**config.mk**
```make
export PLATFORM = sky130hd
export DESIGN_NAME = sif_serial_port
export DESIGN_NICKNAME = d
export VERILOG_FILES = /design/src/logic/sif_pkg.sv /design/src/logic/sif_stream_if.sv /design/src/logic/sif_fifo.sv /design/src/logic/sif_serial_port.sv
export VERILOG_INCLUDE_DIRS = /design/src /design/src/logic
export SDC_FILE = /design/constraint.sdc
export NUM_CORES = 1
export LEC_CHECK = 0
export BUFFER_PORTS_ARGS = -buffer_cell sky130_fd_sc_hd__clkbuf_2
export CORE_AREA = 2 2 186 188
export DETAILED_ROUTE_END_ITERATION = 10
export DIE_AREA = 0 0 188 190
export GPL_ROUTABILITY_DRIVEN = 1
export PLACE_DENSITY_LB_ADDON = 0.1
export SETUP_SLACK_MARGIN = 0.2
export SLEW_MARGIN = 10
export SYNTH_ARGS = -nofsm -noshare
export SYNTH_HDL_FRONTEND = slang
export SYNTH_SLANG_ARGS = --single-unit
```
**constraint.sdc**
```tcl
create_clock -name clk -period 3.4 [get_ports clk]
set_input_delay 0.51 -clock clk [delete_from_list [all_inputs] [get_ports clk]]
set_output_delay 0.51 -clock clk [all_outputs]
set_load 0.02 [all_outputs]
```
**src/logic/sif_regs.svh**
```systemverilog
//==============================================================
// Serial port constants
//==============================================================
// Purpose: Timing counts, field sizes and priority codes.
// Assumes: Included by its bare name.
// Notes:   Definitions only.
`ifndef SIF_REGS_SVH
`define SIF_REGS_SVH
`define SIF_OVERSAMPLE 16
`define SIF_SAMPLE_TICK 4'h7
`define SIF_BIT_LAST_TICK 4'hF
`define SIF_LAST_BIT 3'h7
`define SIF_SCK_HALF_LAST 3'h7
`define SIF_DIV_W 12
`define SIF_FIFO_DEPTH 16
`define SIF_TOP_NONE 3'h0
`define SIF_TOP_RX_ERR 3'h1
`define SIF_TOP_RX_FULL 3'h2
`define SIF_TOP_TX_EMPTY 3'h3
`define SIF_TOP_TX_END 3'h4
`endif

```
**src/logic/sif_pkg.sv**
```systemverilog
//==============================================================
// Serial port types
//==============================================================
// Purpose: State and data types of the serial port.
// Assumes: Nothing.
// Notes:   Constants live in sif_regs.svh.
package sif_pkg;
   typedef logic [7:0] sif_byte_t;
   typedef enum {SIF_TX_IDLE, SIF_TX_START, SIF_TX_DATA, SIF_TX_PAR,
      SIF_TX_STOP} sif_tx_e;
   typedef enum {SIF_RX_IDLE, SIF_RX_START, SIF_RX_DATA, SIF_RX_PAR,
      SIF_RX_STOP, SIF_RX_DONE} sif_rx_e;
endpackage

```
**src/logic/sif_stream_if.sv**
```systemverilog
//==============================================================
// Valid/ready byte stream
//==============================================================
// Purpose: Carries a word stream between the port and its FIFO.
// Assumes: Both ends on one clock.
// Notes:   A word moves when valid and ready are both high.
`timescale 1ns/100ps
interface sif_stream_if #(parameter int W = 8);
   logic valid;
   logic ready;
   logic [W-1:0] data;
   modport src (output valid, output data, input ready);
   modport snk (input valid, input data, output ready);
endinterface

```
**src/logic/sif_fifo.sv**
```systemverilog
//==============================================================
// Synchronous FIFO
//==============================================================
// Purpose: Buffers transmit words ahead of the transmit register.
// Assumes: DEPTH is a power of two.
// Notes:   Full and empty are registered.
`timescale 1ns/100ps
module sif_fifo #(
   parameter int W = 8,
   parameter int DEPTH = 16
) (
   // Clock and reset.
   input wire logic clk,
   input wire logic rst_n,
   // Filling and draining sides.
   sif_stream_if.snk wr,
   sif_stream_if.src rd
);
   localparam int AW = $clog2(DEPTH);
   logic [W-1:0] mem [DEPTH];
   logic [AW:0] wp, rp, next_wp, next_rp;
   logic full, empty, next_full, next_empty;
   logic push, pop;

   // Pointer and flag update; pointers carry one wrap bit.
   always_comb begin
      push = wr.valid & ~full;
      pop = rd.ready & ~empty;
      next_wp = push ? AW'(1) + wp : wp;
      next_rp = pop ? AW'(1) + rp : rp;
      next_empty = next_wp == next_rp;
      next_full = (next_wp[AW-1:0] == next_rp[AW-1:0]) &&
         (next_wp[AW] != next_rp[AW]);
   end

   // Registers the pointers and flags.
   always_ff @(posedge clk or negedge rst_n) begin
      if (!rst_n) begin
         wp <= '0;
         rp <= '0;
         full <= 1'b0;
         empty <= 1'b1;
      end else begin
         wp <= next_wp;
         rp <= next_rp;
         full <= next_full;
         empty <= next_empty;
      end
   end

   // Storage array; written only on an accepted push.
   always_ff @(posedge clk) begin
      if (push) begin
         mem[wp[AW-1:0]] <= wr.data;
      end
   end

   assign wr.ready = ~full;
   assign rd.valid = ~empty;
   assign rd.data = mem[rp[AW-1:0]];
endmodule // sif_fifo

```
**src/logic/sif_serial_port.sv**
```systemverilog
//==============================================================
// Serial port flags, requests and bit engines
//==============================================================
// Purpose: Status flags, request lines and serial engines.
// Assumes: Control bits and strobes come from the clk domain.
`timescale 1ns/100ps
`include "sif_regs.svh"
module sif_serial_port #(
   parameter int DIV_W = `SIF_DIV_W,
   parameter int FIFO_DEPTH = `SIF_FIFO_DEPTH
) (
   // Clock and reset.
   input wire logic clk,
   input wire logic rst_n,
   // Control bits.
   input wire logic tx_enable,
   input wire logic rx_enable,
   input wire logic tx_irq_enable,
   input wire logic rx_irq_enable,
   input wire logic tx_end_irq_enable,
   input wire logic sync_mode,
   input wire logic ext_clk,
   input wire logic parity_en,
   input wire logic parity_odd,
   input wire logic [DIV_W-1:0] base_div,
   // Transmit data from software and from dma; dma receive read.
   input wire logic cpu_tdr_wr,
   input wire sif_pkg::sif_byte_t cpu_tdr_data,
   input wire logic dma_wr_valid,
   input wire sif_pkg::sif_byte_t dma_wr_data,
   output logic dma_wr_ready,
   input wire logic dma_rx_rd,
   // Flag clear strobes.
   input wire logic clr_tx_empty,
   input wire logic clr_tx_end,
   input wire logic clr_rx_full,
   input wire logic clr_overrun,
   input wire logic clr_framing,
   input wire logic clr_parity,
   // Status.
   output logic tx_empty_flag,
   output logic tx_end_flag,
   output logic rx_full_flag,
   output logic overrun_flag,
   output logic framing_err_flag,
   output logic parity_err_flag,
   output sif_pkg::sif_byte_t rx_data_reg,
   // Request lines.
   output logic tx_end_irq,
   output logic rx_error_irq,
   output logic rx_full_irq,
   output logic tx_empty_irq,
   output logic [2:0] irq_top,
   // Serial pins.
   input wire logic rxd_in,
   input wire logic sck_in,
   output logic txd_out,
   output logic sck_out,
   output logic sck_oe
);
   import sif_pkg::*;

   sif_stream_if #(.W(8)) wr_if();
   sif_stream_if #(.W(8)) rd_if();
   sif_byte_t tx_data_reg, next_tdr, tx_shift_reg, next_tsr, rx_shift_reg, next_rsr;
   sif_tx_e tx_st, next_tx_st;
   sif_rx_e rx_st, next_rx_st;
   logic [DIV_W-1:0] base_cnt, next_base_cnt;
   logic [3:0] tx_tick, next_tx_tick, rx_tick, next_rx_tick;
   logic [2:0] tx_bit, next_tx_bit, rx_bit, next_rx_bit;
   logic [2:0] sck_cnt, next_sck_cnt, next_top;
   logic base_tick, next_base_tick, next_sck, next_sck_oe;
   logic rxd_s1, rxd_s2, sck_s1, sck_s2, sck_s3, rxd_prev, next_rxd_prev;
   logic int_run, int_evt, sck_rise, sck_fall, tx_bit_end;
   logic next_txd, tx_load, tx_end_set, dma_pop, err_any;
   logic brk, next_brk, rx_fer, next_rx_fer, rx_per, next_rx_per;
   logic rx_copy, rx_set_full, rx_set_ovr, rx_set_fer, rx_set_per;
   logic next_empty, next_end, next_full, next_ovr, next_fer, next_per;
   sif_byte_t next_rdr;

   // The FIFO drains only while the transmit register is empty.
   sif_fifo #(.W(8), .DEPTH(FIFO_DEPTH)) u_fifo (
      .clk(clk),
      .rst_n(rst_n),
      .wr(wr_if.snk),
      .rd(rd_if.src)
   );
   assign wr_if.valid = dma_wr_valid;
   assign wr_if.data = dma_wr_data;
   assign dma_wr_ready = wr_if.ready;
   assign rd_if.ready = tx_empty_flag & tx_enable & ~cpu_tdr_wr;
   assign dma_pop = rd_if.valid & rd_if.ready;
   assign err_any = overrun_flag | framing_err_flag | parity_err_flag;

   //===========================================================
   // Base clock, serial clock and pin synchronisers
   //===========================================================
   // Internal serial clock runs only while a frame is moving.
   always_comb begin
      next_base_tick = base_cnt == base_div;
      next_base_cnt = next_base_tick ? '0 : base_cnt + DIV_W'(1);
      int_run = sync_mode & ~ext_clk &
         (tx_st != SIF_TX_IDLE || rx_st == SIF_RX_DATA);
      int_evt = int_run & base_tick & (sck_cnt == `SIF_SCK_HALF_LAST);
      next_sck_cnt = !int_run ? 3'h0 : base_tick ? sck_cnt + 3'h1 : sck_cnt;
      next_sck = !int_run ? 1'b1 : int_evt ? ~sck_out : sck_out;
      next_sck_oe = sync_mode & ~ext_clk;
      sck_rise = ext_clk ? (sck_s2 & ~sck_s3) : (int_evt & ~sck_out);
      sck_fall = ext_clk ? (~sck_s2 & sck_s3) : (int_evt & sck_out);
   end

   // Registers clock state; pins pass two flip-flops first.
   always_ff @(posedge clk or negedge rst_n) begin
      if (!rst_n) begin
         base_cnt <= '0;
         base_tick <= 1'b0;
         sck_cnt <= 3'h0;
         sck_out <= 1'b1;
         sck_oe <= 1'b0;
         rxd_s1 <= 1'b1;
         rxd_s2 <= 1'b1;
         sck_s1 <= 1'b1;
         sck_s2 <= 1'b1;
         sck_s3 <= 1'b1;
      end else begin
         base_cnt <= next_base_cnt;
         base_tick <= next_base_tick;
         sck_cnt <= next_sck_cnt;
         sck_out <= next_sck;
         sck_oe <= next_sck_oe;
         rxd_s1 <= rxd_in;
         rxd_s2 <= rxd_s1;
         sck_s1 <= sck_in;
         sck_s2 <= sck_s1;
         sck_s3 <= sck_s2;
      end
   end

   //===========================================================
   // Transmitter
   //===========================================================
   // Loads the shift register, shifts bits out and ends frames.
   always_comb begin
      next_tx_st = tx_st;
      next_tx_tick = base_tick ? tx_tick + 4'h1 : tx_tick;
      next_tx_bit = tx_bit;
      next_tsr = tx_shift_reg;
      next_txd = txd_out;
      tx_end_set = 1'b0;
      tx_bit_end = base_tick & (tx_tick == `SIF_BIT_LAST_TICK);
      tx_load = (tx_st == SIF_TX_IDLE) & tx_enable & ~tx_empty_flag &
         ~(sync_mode & err_any);
      case (tx_st)
         SIF_TX_IDLE: begin
            next_tx_tick = 4'h0;
            next_txd = sync_mode ? txd_out : 1'b1;
            if (tx_load) begin
               next_tsr = tx_data_reg;
               next_tx_bit = 3'h0;
               next_tx_st = sync_mode ? SIF_TX_DATA : SIF_TX_START;
               next_txd = sync_mode ? tx_data_reg[0] : 1'b0;
            end
         end
         SIF_TX_START: begin
            if (tx_bit_end) begin
               next_tx_st = SIF_TX_DATA;
               next_txd = tx_shift_reg[0];
            end
         end
         SIF_TX_DATA: begin
            if (sync_mode) begin
               if (sck_fall && tx_bit != 3'h0) begin
                  next_txd = tx_shift_reg[tx_bit];
                  tx_end_set = (tx_bit == `SIF_LAST_BIT) & tx_empty_flag;
               end
               if (sck_rise) begin
                  next_tx_bit = tx_bit + 3'h1;
                  if (tx_bit == `SIF_LAST_BIT) begin
                     next_tx_st = SIF_TX_IDLE;
                  end
               end
            end else if (tx_bit_end) begin
               if (tx_bit == `SIF_LAST_BIT) begin
                  next_tx_st = parity_en ? SIF_TX_PAR : SIF_TX_STOP;
                  next_txd = parity_en ? (^tx_shift_reg ^ parity_odd) : 1'b1;
                  tx_end_set = ~parity_en & tx_empty_flag;
               end else begin
                  next_tx_bit = tx_bit + 3'h1;
                  next_txd = tx_shift_reg[3'(tx_bit + 3'h1)];
               end
            end
         end
         SIF_TX_PAR: begin
            if (tx_bit_end) begin
               next_tx_st = SIF_TX_STOP;
               next_txd = 1'b1;
               tx_end_set = tx_empty_flag;
            end
         end
         SIF_TX_STOP: begin
            if (tx_bit_end) begin
               next_tx_st = SIF_TX_IDLE;
            end
         end
         default: next_tx_st = SIF_TX_IDLE;
      endcase
      if (!tx_enable) begin
         next_tx_st = SIF_TX_IDLE;
         next_tx_bit = 3'h0;
         next_txd = 1'b1;
      end
   end

   // Registers the transmitter.
   always_ff @(posedge clk or negedge rst_n) begin
      if (!rst_n) begin
         tx_st <= SIF_TX_IDLE;
         tx_tick <= 4'h0;
         tx_bit <= 3'h0;
         tx_shift_reg <= 8'h00;
         txd_out <= 1'b1;
      end else begin
         tx_st <= next_tx_st;
         tx_tick <= next_tx_tick;
         tx_bit <= next_tx_bit;
         tx_shift_reg <= next_tsr;
         txd_out <= next_txd;
      end
   end

   //===========================================================
   // Receiver
   //===========================================================
   // Finds the start edge, samples mid-bit and closes the frame.
   always_comb begin
      next_rx_st = rx_st;
      next_rx_tick = base_tick ? rx_tick + 4'h1 : rx_tick;
      next_rx_bit = rx_bit;
      next_rsr = rx_shift_reg;
      next_brk = brk;
      next_rx_fer = rx_fer;
      next_rx_per = rx_per;
      next_rxd_prev = base_tick ? rxd_s2 : rxd_prev;
      rx_copy = 1'b0;
      rx_set_full = 1'b0;
      rx_set_ovr = 1'b0;
      rx_set_fer = 1'b0;
      rx_set_per = 1'b0;
      case (rx_st)
         SIF_RX_IDLE: begin
            next_rx_tick = 4'h0;
            next_rx_bit = 3'h0;
            next_rx_fer = 1'b0;
            next_rx_per = 1'b0;
            if (sync_mode) begin
               if (rx_enable && !err_any) begin
                  next_rx_st = SIF_RX_DATA;
               end
            end else if (rx_enable && base_tick && !rxd_s2 &&
                  (rxd_prev || brk)) begin
               next_rx_st = SIF_RX_START;
            end
         end
         SIF_RX_START: begin
            if (base_tick && rx_tick == `SIF_SAMPLE_TICK) begin
               next_rx_tick = 4'h0;
               next_rx_st = rxd_s2 ? SIF_RX_IDLE : SIF_RX_DATA;
            end
         end
         SIF_RX_DATA: begin
            if (sync_mode ? sck_rise :
                  (base_tick && rx_tick == `SIF_BIT_LAST_TICK)) begin
               next_rsr = {rxd_s2, rx_shift_reg[7:1]};
               next_rx_bit = rx_bit + 3'h1;
               if (rx_bit == `SIF_LAST_BIT) begin
                  next_rx_st = sync_mode ? SIF_RX_DONE :
                     parity_en ? SIF_RX_PAR : SIF_RX_STOP;
               end
            end
         end
         SIF_RX_PAR: begin
            if (base_tick && rx_tick == `SIF_BIT_LAST_TICK) begin
               next_rx_per = rxd_s2 != (^rx_shift_reg ^ parity_odd);
               next_rx_st = SIF_RX_STOP;
            end
         end
         SIF_RX_STOP: begin
            if (base_tick && rx_tick == `SIF_BIT_LAST_TICK) begin
               next_rx_fer = ~rxd_s2;
               next_brk = ~rxd_s2;
               next_rx_st = SIF_RX_DONE;
            end
         end
         SIF_RX_DONE: begin
            next_rx_st = SIF_RX_IDLE;
            if (!rx_enable) begin
               rx_set_full = 1'b1;
            end else if (rx_full_flag) begin
               rx_set_ovr = 1'b1;
               rx_set_fer = rx_fer;
               rx_set_per = rx_per;
            end else begin
               rx_copy = 1'b1;
               rx_set_fer = rx_fer;
               rx_set_per = rx_per;
               rx_set_full = ~(rx_fer | rx_per);
            end
         end
         default: next_rx_st = SIF_RX_IDLE;
      endcase
      if (!rx_enable && rx_st != SIF_RX_DONE) begin
         next_rx_st = SIF_RX_IDLE;
      end
   end

   // Registers the receiver.
   always_ff @(posedge clk or negedge rst_n) begin
      if (!rst_n) begin
         rx_st <= SIF_RX_IDLE;
         rx_tick <= 4'h0;
         rx_bit <= 3'h0;
         rx_shift_reg <= 8'h00;
         brk <= 1'b0;
         rx_fer <= 1'b0;
         rx_per <= 1'b0;
         rxd_prev <= 1'b1;
      end else begin
         rx_st <= next_rx_st;
         rx_tick <= next_rx_tick;
         rx_bit <= next_rx_bit;
         rx_shift_reg <= next_rsr;
         brk <= next_brk;
         rx_fer <= next_rx_fer;
         rx_per <= next_rx_per;
         rxd_prev <= next_rxd_prev;
      end
   end

   //===========================================================
   // Status flags, data registers and request lines
   //===========================================================
   // Every flag lets a set in the same cycle beat its clear.
   always_comb begin
      next_tdr = cpu_tdr_wr ? cpu_tdr_data :
         dma_pop ? rd_if.data : tx_data_reg;
      next_empty = (tx_empty_flag & ~clr_tx_empty & ~dma_pop) |
         tx_load | ~tx_enable;
      next_end = (tx_end_flag & ~clr_tx_end & ~tx_load) |
         tx_end_set | ~tx_enable;
      next_full = (rx_full_flag & ~clr_rx_full & ~dma_rx_rd) |
         rx_set_full;
      next_ovr = (overrun_flag & ~clr_overrun) | rx_set_ovr;
      next_fer = (framing_err_flag & ~clr_framing) | rx_set_fer;
      next_per = (parity_err_flag & ~clr_parity) | rx_set_per;
      next_rdr = rx_copy ? rx_shift_reg : rx_data_reg;
      if (next_ovr | next_fer | next_per && rx_irq_enable) begin
         next_top = `SIF_TOP_RX_ERR;
      end else if (next_full && rx_irq_enable) begin
         next_top = `SIF_TOP_RX_FULL;
      end else if (next_empty && tx_irq_enable) begin
         next_top = `SIF_TOP_TX_EMPTY;
      end else if (next_end && tx_end_irq_enable) begin
         next_top = `SIF_TOP_TX_END;
      end else begin
         next_top = `SIF_TOP_NONE;
      end
   end

   // Registers flags and drives each request on its own line.
   always_ff @(posedge clk or negedge rst_n) begin
      if (!rst_n) begin
         tx_data_reg <= 8'hFF;
         tx_empty_flag <= 1'b1;
         tx_end_flag <= 1'b1;
         rx_full_flag <= 1'b0;
         overrun_flag <= 1'b0;
         framing_err_flag <= 1'b0;
         parity_err_flag <= 1'b0;
         rx_data_reg <= 8'h00;
         tx_empty_irq <= 1'b0;
         tx_end_irq <= 1'b0;
         rx_full_irq <= 1'b0;
         rx_error_irq <= 1'b0;
         irq_top <= `SIF_TOP_NONE;
      end else begin
         tx_data_reg <= next_tdr;
         tx_empty_flag <= next_empty;
         tx_end_flag <= next_end;
         rx_full_flag <= next_full;
         overrun_flag <= next_ovr;
         framing_err_flag <= next_fer;
         parity_err_flag <= next_per;
         rx_data_reg <= next_rdr;
         tx_empty_irq <= next_empty & tx_irq_enable;
         tx_end_irq <= next_end & tx_end_irq_enable;
         rx_full_irq <= next_full & rx_irq_enable;
         rx_error_irq <= (next_ovr | next_fer | next_per) &
            rx_irq_enable;
         irq_top <= next_top;
      end
   end
endmodule // sif_serial_port

```
==> out/results.txt <==
On the final layout, the worst hold slack is 0.0500 ns. The run gives 0 as the count of final hold-check violations. The logs give 0.781 for the final estimated routing congestion in global placement and 0 for the final global-route overflow total.

At the end of the flow, the number of nets in the layout was 857. The pin count of the biggest net entering global routing is 64, and the netlist area before placement is 10600 um2. The worst hold path belongs to the class in2reg. In the final routed layout, each cell accounts on average for 19.9 um. The die covers 35700 um2. The floorplan has 68 rows. By startpoint and endpoint, the worst setup path is classified as reg2reg. At the worst endpoint, the arrival time is 2.94 ns. In the routed layout, each cell is associated on average with a via count of 4.81.

The sum of negative setup slack came out at 0 ns. The flip-flop count of the largest register after layout is 128, and the number of cells upsized or downsized after cts is 0. After floorplanning, the core was sized to cover 33900 um2.

The multi-input combinational cells in the finished layout cover a total of 3720 um2. The hold buffer count at CTS came out at 0. Detailed placement finished with a half-perimeter wire length of 16.6 mm. Cells fill 36.2% of the core in the end. Yosys printed 0 warnings. TritonCTS built the clock tree.

Clock-pin slew was measured on the worst setup and hold paths at 0.06 ns. The max-slew violation count was 0; the worst slew margin relative to its limit was 39.6%. The tools report the wire length of the first global-routing pass as 39.3 mm. Pin slew with the least headroom to its limit: 0.906 ns. In this design, the stage delay of the slowest critical-path cell is 0.75 ns. Relative to the synthesized area, the layout overhead comes to 15.8%.

In this run the remaining antenna-violating nets after routing total 0. The run gives 27 as the number of buffers inserted during clock tree synthesis. Prior to clock tree synthesis, the placed netlist has a worst setup slack of 0.920 ns. The run finished with clean final reports. The top flip-flop cell by instance count after synthesis was sky130_fd_sc_hd__edfxtp_1. For the clock latency on the worst-skew pair, the log shows 0.54 ns. STA puts the critical path data required time at 3.86 ns. After synthesis, the share of flip-flops with an asynchronous set or reset is 45.1%. The final worst-path setup slack was 0.920 ns.

Across the run, the number of max-cap violations was 0. In this run, synthesis inferred 128 flip-flops with an integrated enable. Sequential elements use 61.2% of the synthesized area.

In the post-synthesis netlist, the biggest area contributors are sky130_fd_sc_hd__edfxtp_1, sky130_fd_sc_hd__dfrtp_1, sky130_fd_sc_hd__mux4_1. The reported leakage power was 0.00484 uW; the number of primary I/O pins was 75. For this configuration, the core starts out at a cell density of 31.3%.

The number of remaining DRC errors came out at 0. The width of the die is 188 um, and the area of all sequential standard cells is 6500 um2. The top cell type by area accounts for 36.2% of the synthesized area. Port buffering added 74 buffers.

When the netlist entered floorplanning its net count stood at 778. Each instance of the synthesized netlist takes up on average 14.9 um2. The via count of the first global-routing pass came out at 6462. The critical path startpoint category is a flop. The largest total area in the synthesized netlist belongs to sky130_fd_sc_hd__edfxtp_1. The final critical path takes up 73.0% of the cycle.

The cell count after synthesis came out at 713. Setup repair after global routing left no endpoint under its margin. Setup violations remaining at the end of the flow were counted as 0. Among the stages of the critical path, the cell type that occurs most often is sky130_fd_sc_hd__a21oi_1. The first routing iteration left 371 violations. On the critical path, the stage with the largest delay is an instance of sky130_fd_sc_hd__dfrtp_2. Of all nets on the critical path, the largest fanout is 20.

The height of the chip came out at 190 um. For the post-CTS setup repair buffer count, the log shows 0. Walking the worst path, the cells encountered are buf_12, mux4_1, mux4_2, a21oi_1, a21oi_1. The maximum vdd drop was 0.459 mV.

The filler cells instantiated in the layout total 3211. Before antenna repair, the detailed router went through 5 iterations. The logs give 0 for the final antenna diode count and 3 for the maximum buffer depth of the clock tree.

Clock tree synthesis selected as its root buffer the cell sky130_fd_sc_hd__clkbuf_16. Dividing total power by cell area gives a power density of 770 nW/um2. In this run the register-to-register setup slack is 0.92 ns. The global-route usage over all layers is 14.3%. The clock period could shrink to 2.48 ns. Static timing analysis puts the maximum clock frequency at 0.403 GHz.

The worst setup path is captured at a flop. The logs give 1 for the H-tree depth reported by CTS and 233 for the number of clock sinks. For the wire length after detailed routing, the log shows 25.2 mm. For this block, the via count after detailed routing is 6093. The post-route netlist has 25.1% of its cells at a drive strength greater than 1. The tools report the worst clock skew as 0.0221 ns.

The netlist uses 68 different library cells. The synthesis-stage register bit count is 233, and the number of antenna violations at the first check in global routing is 0.
==> cell usage in the layout, fill, tap and decap left out, types with 10 or more instances in the layout <==
cell                        instances
sky130_fd_sc_hd__edfxtp_1         128
sky130_fd_sc_hd__dfrtp_1           85
sky130_fd_sc_hd__clkbuf_2          73
sky130_fd_sc_hd__xnor2_1           45
sky130_fd_sc_hd__nand2_1           40
sky130_fd_sc_hd__nor2_1            39
sky130_fd_sc_hd__inv_1             29
sky130_fd_sc_hd__mux2_2            27
sky130_fd_sc_hd__clkbuf_16         27
sky130_fd_sc_hd__a21oi_1           25
sky130_fd_sc_hd__mux4_2            22
sky130_fd_sc_hd__mux4_1            22
sky130_fd_sc_hd__o21ai_0           19
sky130_fd_sc_hd__dfstp_2           19
sky130_fd_sc_hd__xor2_1            16
sky130_fd_sc_hd__nand3_1           15
sky130_fd_sc_hd__ha_1              15
sky130_fd_sc_hd__nand4_1           12
sky130_fd_sc_hd__and2_1            11
sky130_fd_sc_hd__and3_1            11
sky130_fd_sc_hd__nor2b_1           11
sky130_fd_sc_hd__clkinv_1          10
sky130_fd_sc_hd__buf_4             10
==> report_power, final <==
part / leakage (uW) / internal, uW / total, uW / switching, uW
sequential: 0.00249 / 3420 / 3930 / 510
combinational: 0.00190 / 1250 / 2490 / 1240
clock: 0.000448 / 1900 / 3050 / 1150
==> cell usage after synthesis, drive strengths merged (2+ instances only) <==
cell type  number
edfxtp        128
dfrtp          86
xnor2          45
mux4           44
nand2          40
nor2           39
inv            29
mux2           28
a21oi          26
clkbuf         21
o21ai          20
dfstp          19
xor2           16
ha             15
nand3          15
buf            14
nand4          12
and2           11
and3           11
nor2b          11
mux2i           9
a21o            8
nand2b          7
o31ai           6
nor3            5
a211oi          4
a22o            4
and4            4
nor3b           4
o211ai          3
or2             3
a21boi          2
a41o            2
o2111ai         2
o22ai           2
o31a            2
or3             2
==> worst max-delay path, delay by kind of cell (launching register included) <==
family	cells	cell delay, ns
DFF	1	0.75
muxes	2	1.11
buffers and inverters	1	0.28
AOI/OAI and AO/OA	2	0.24
==> layer usage <==
| layer | GRT usage (%) | up-vias | share of wire [%] |
|---|---|---|---|
| met2 | 23.7 | 125 | 48 |
| li1 | - | 2818 | - |
| met4 | 4.18 | 0 | 2.6 |
| met3 | 2.27 | 41 | 3.7 |
| met1 | 19.4 | 3109 | 46 |
| met5 | 0 | - | 0 |
==> final timing paths <==
path | from | endpoint | cells past startpoint
worst max-delay path | u_fifo.rp[0]$_DFF_PN0_ | tx_data_reg[6]$_DFFE_PN1P_ | 5
worst max register to register | u_fifo.rp[0]$_DFF_PN0_ | tx_data_reg[6]$_DFFE_PN1P_ | 5
worst min-delay path | sck_in | sck_s1$_DFF_PN1_ | 1
min in group asynchronous | rst_n | tx_shift_reg[7]$_DFFE_PN0P_ | 1
worst min register to register | rxd_s1$_DFF_PN1_ | rxd_s2$_DFF_PN1_ | 0
max in group asynchronous | rst_n | rxd_s2$_DFF_PN1_ | 2
==> kinds of logic (layout without fill, tap and decap cells) <==
family / count (synthesis) / count (layout) / synth area share (%)
buffers and inverters: 64 / 164 / 3.84
multiplexers: 81 / 81 / 13.9
flip-flops: 233 / 233 / 61.2
AND/OR/NAND/NOR: 171 / 171 / 8.58
AO/OA/AOI/OAI: 88 / 88 / 5.69
XOR/XNOR: 61 / 61 / 5.03
adder cells (fa/ha/maj): 15 / 15 / 1.77
==> area by class of cell <==
| cell class | count | share of cell area, % |
|---|---|---|
| clock inverter | 18 | 1.91 |
| inverter | 29 | 0.885 |
| multi-input combinational | 416 | 30.2 |
| clock buffer | 32 | 5.65 |
| tap | 455 | 4.63 |
| sequential | 233 | 52.8 |
| timing repair buffer | 85 | 3.91 |
==> stage by stage <==
stage,area (um2),total power [uW],instances
6_report,12300,9470,1268
3_3_place_gp,11400,6480,1218
3_5_place_dp,11400,6520,1218
2_1_floorplan,10600,5840,713
4_1_cts,12300,9600,1268
5_1_grt,12300,9980,1268
(Power assumes the default switching activity.)
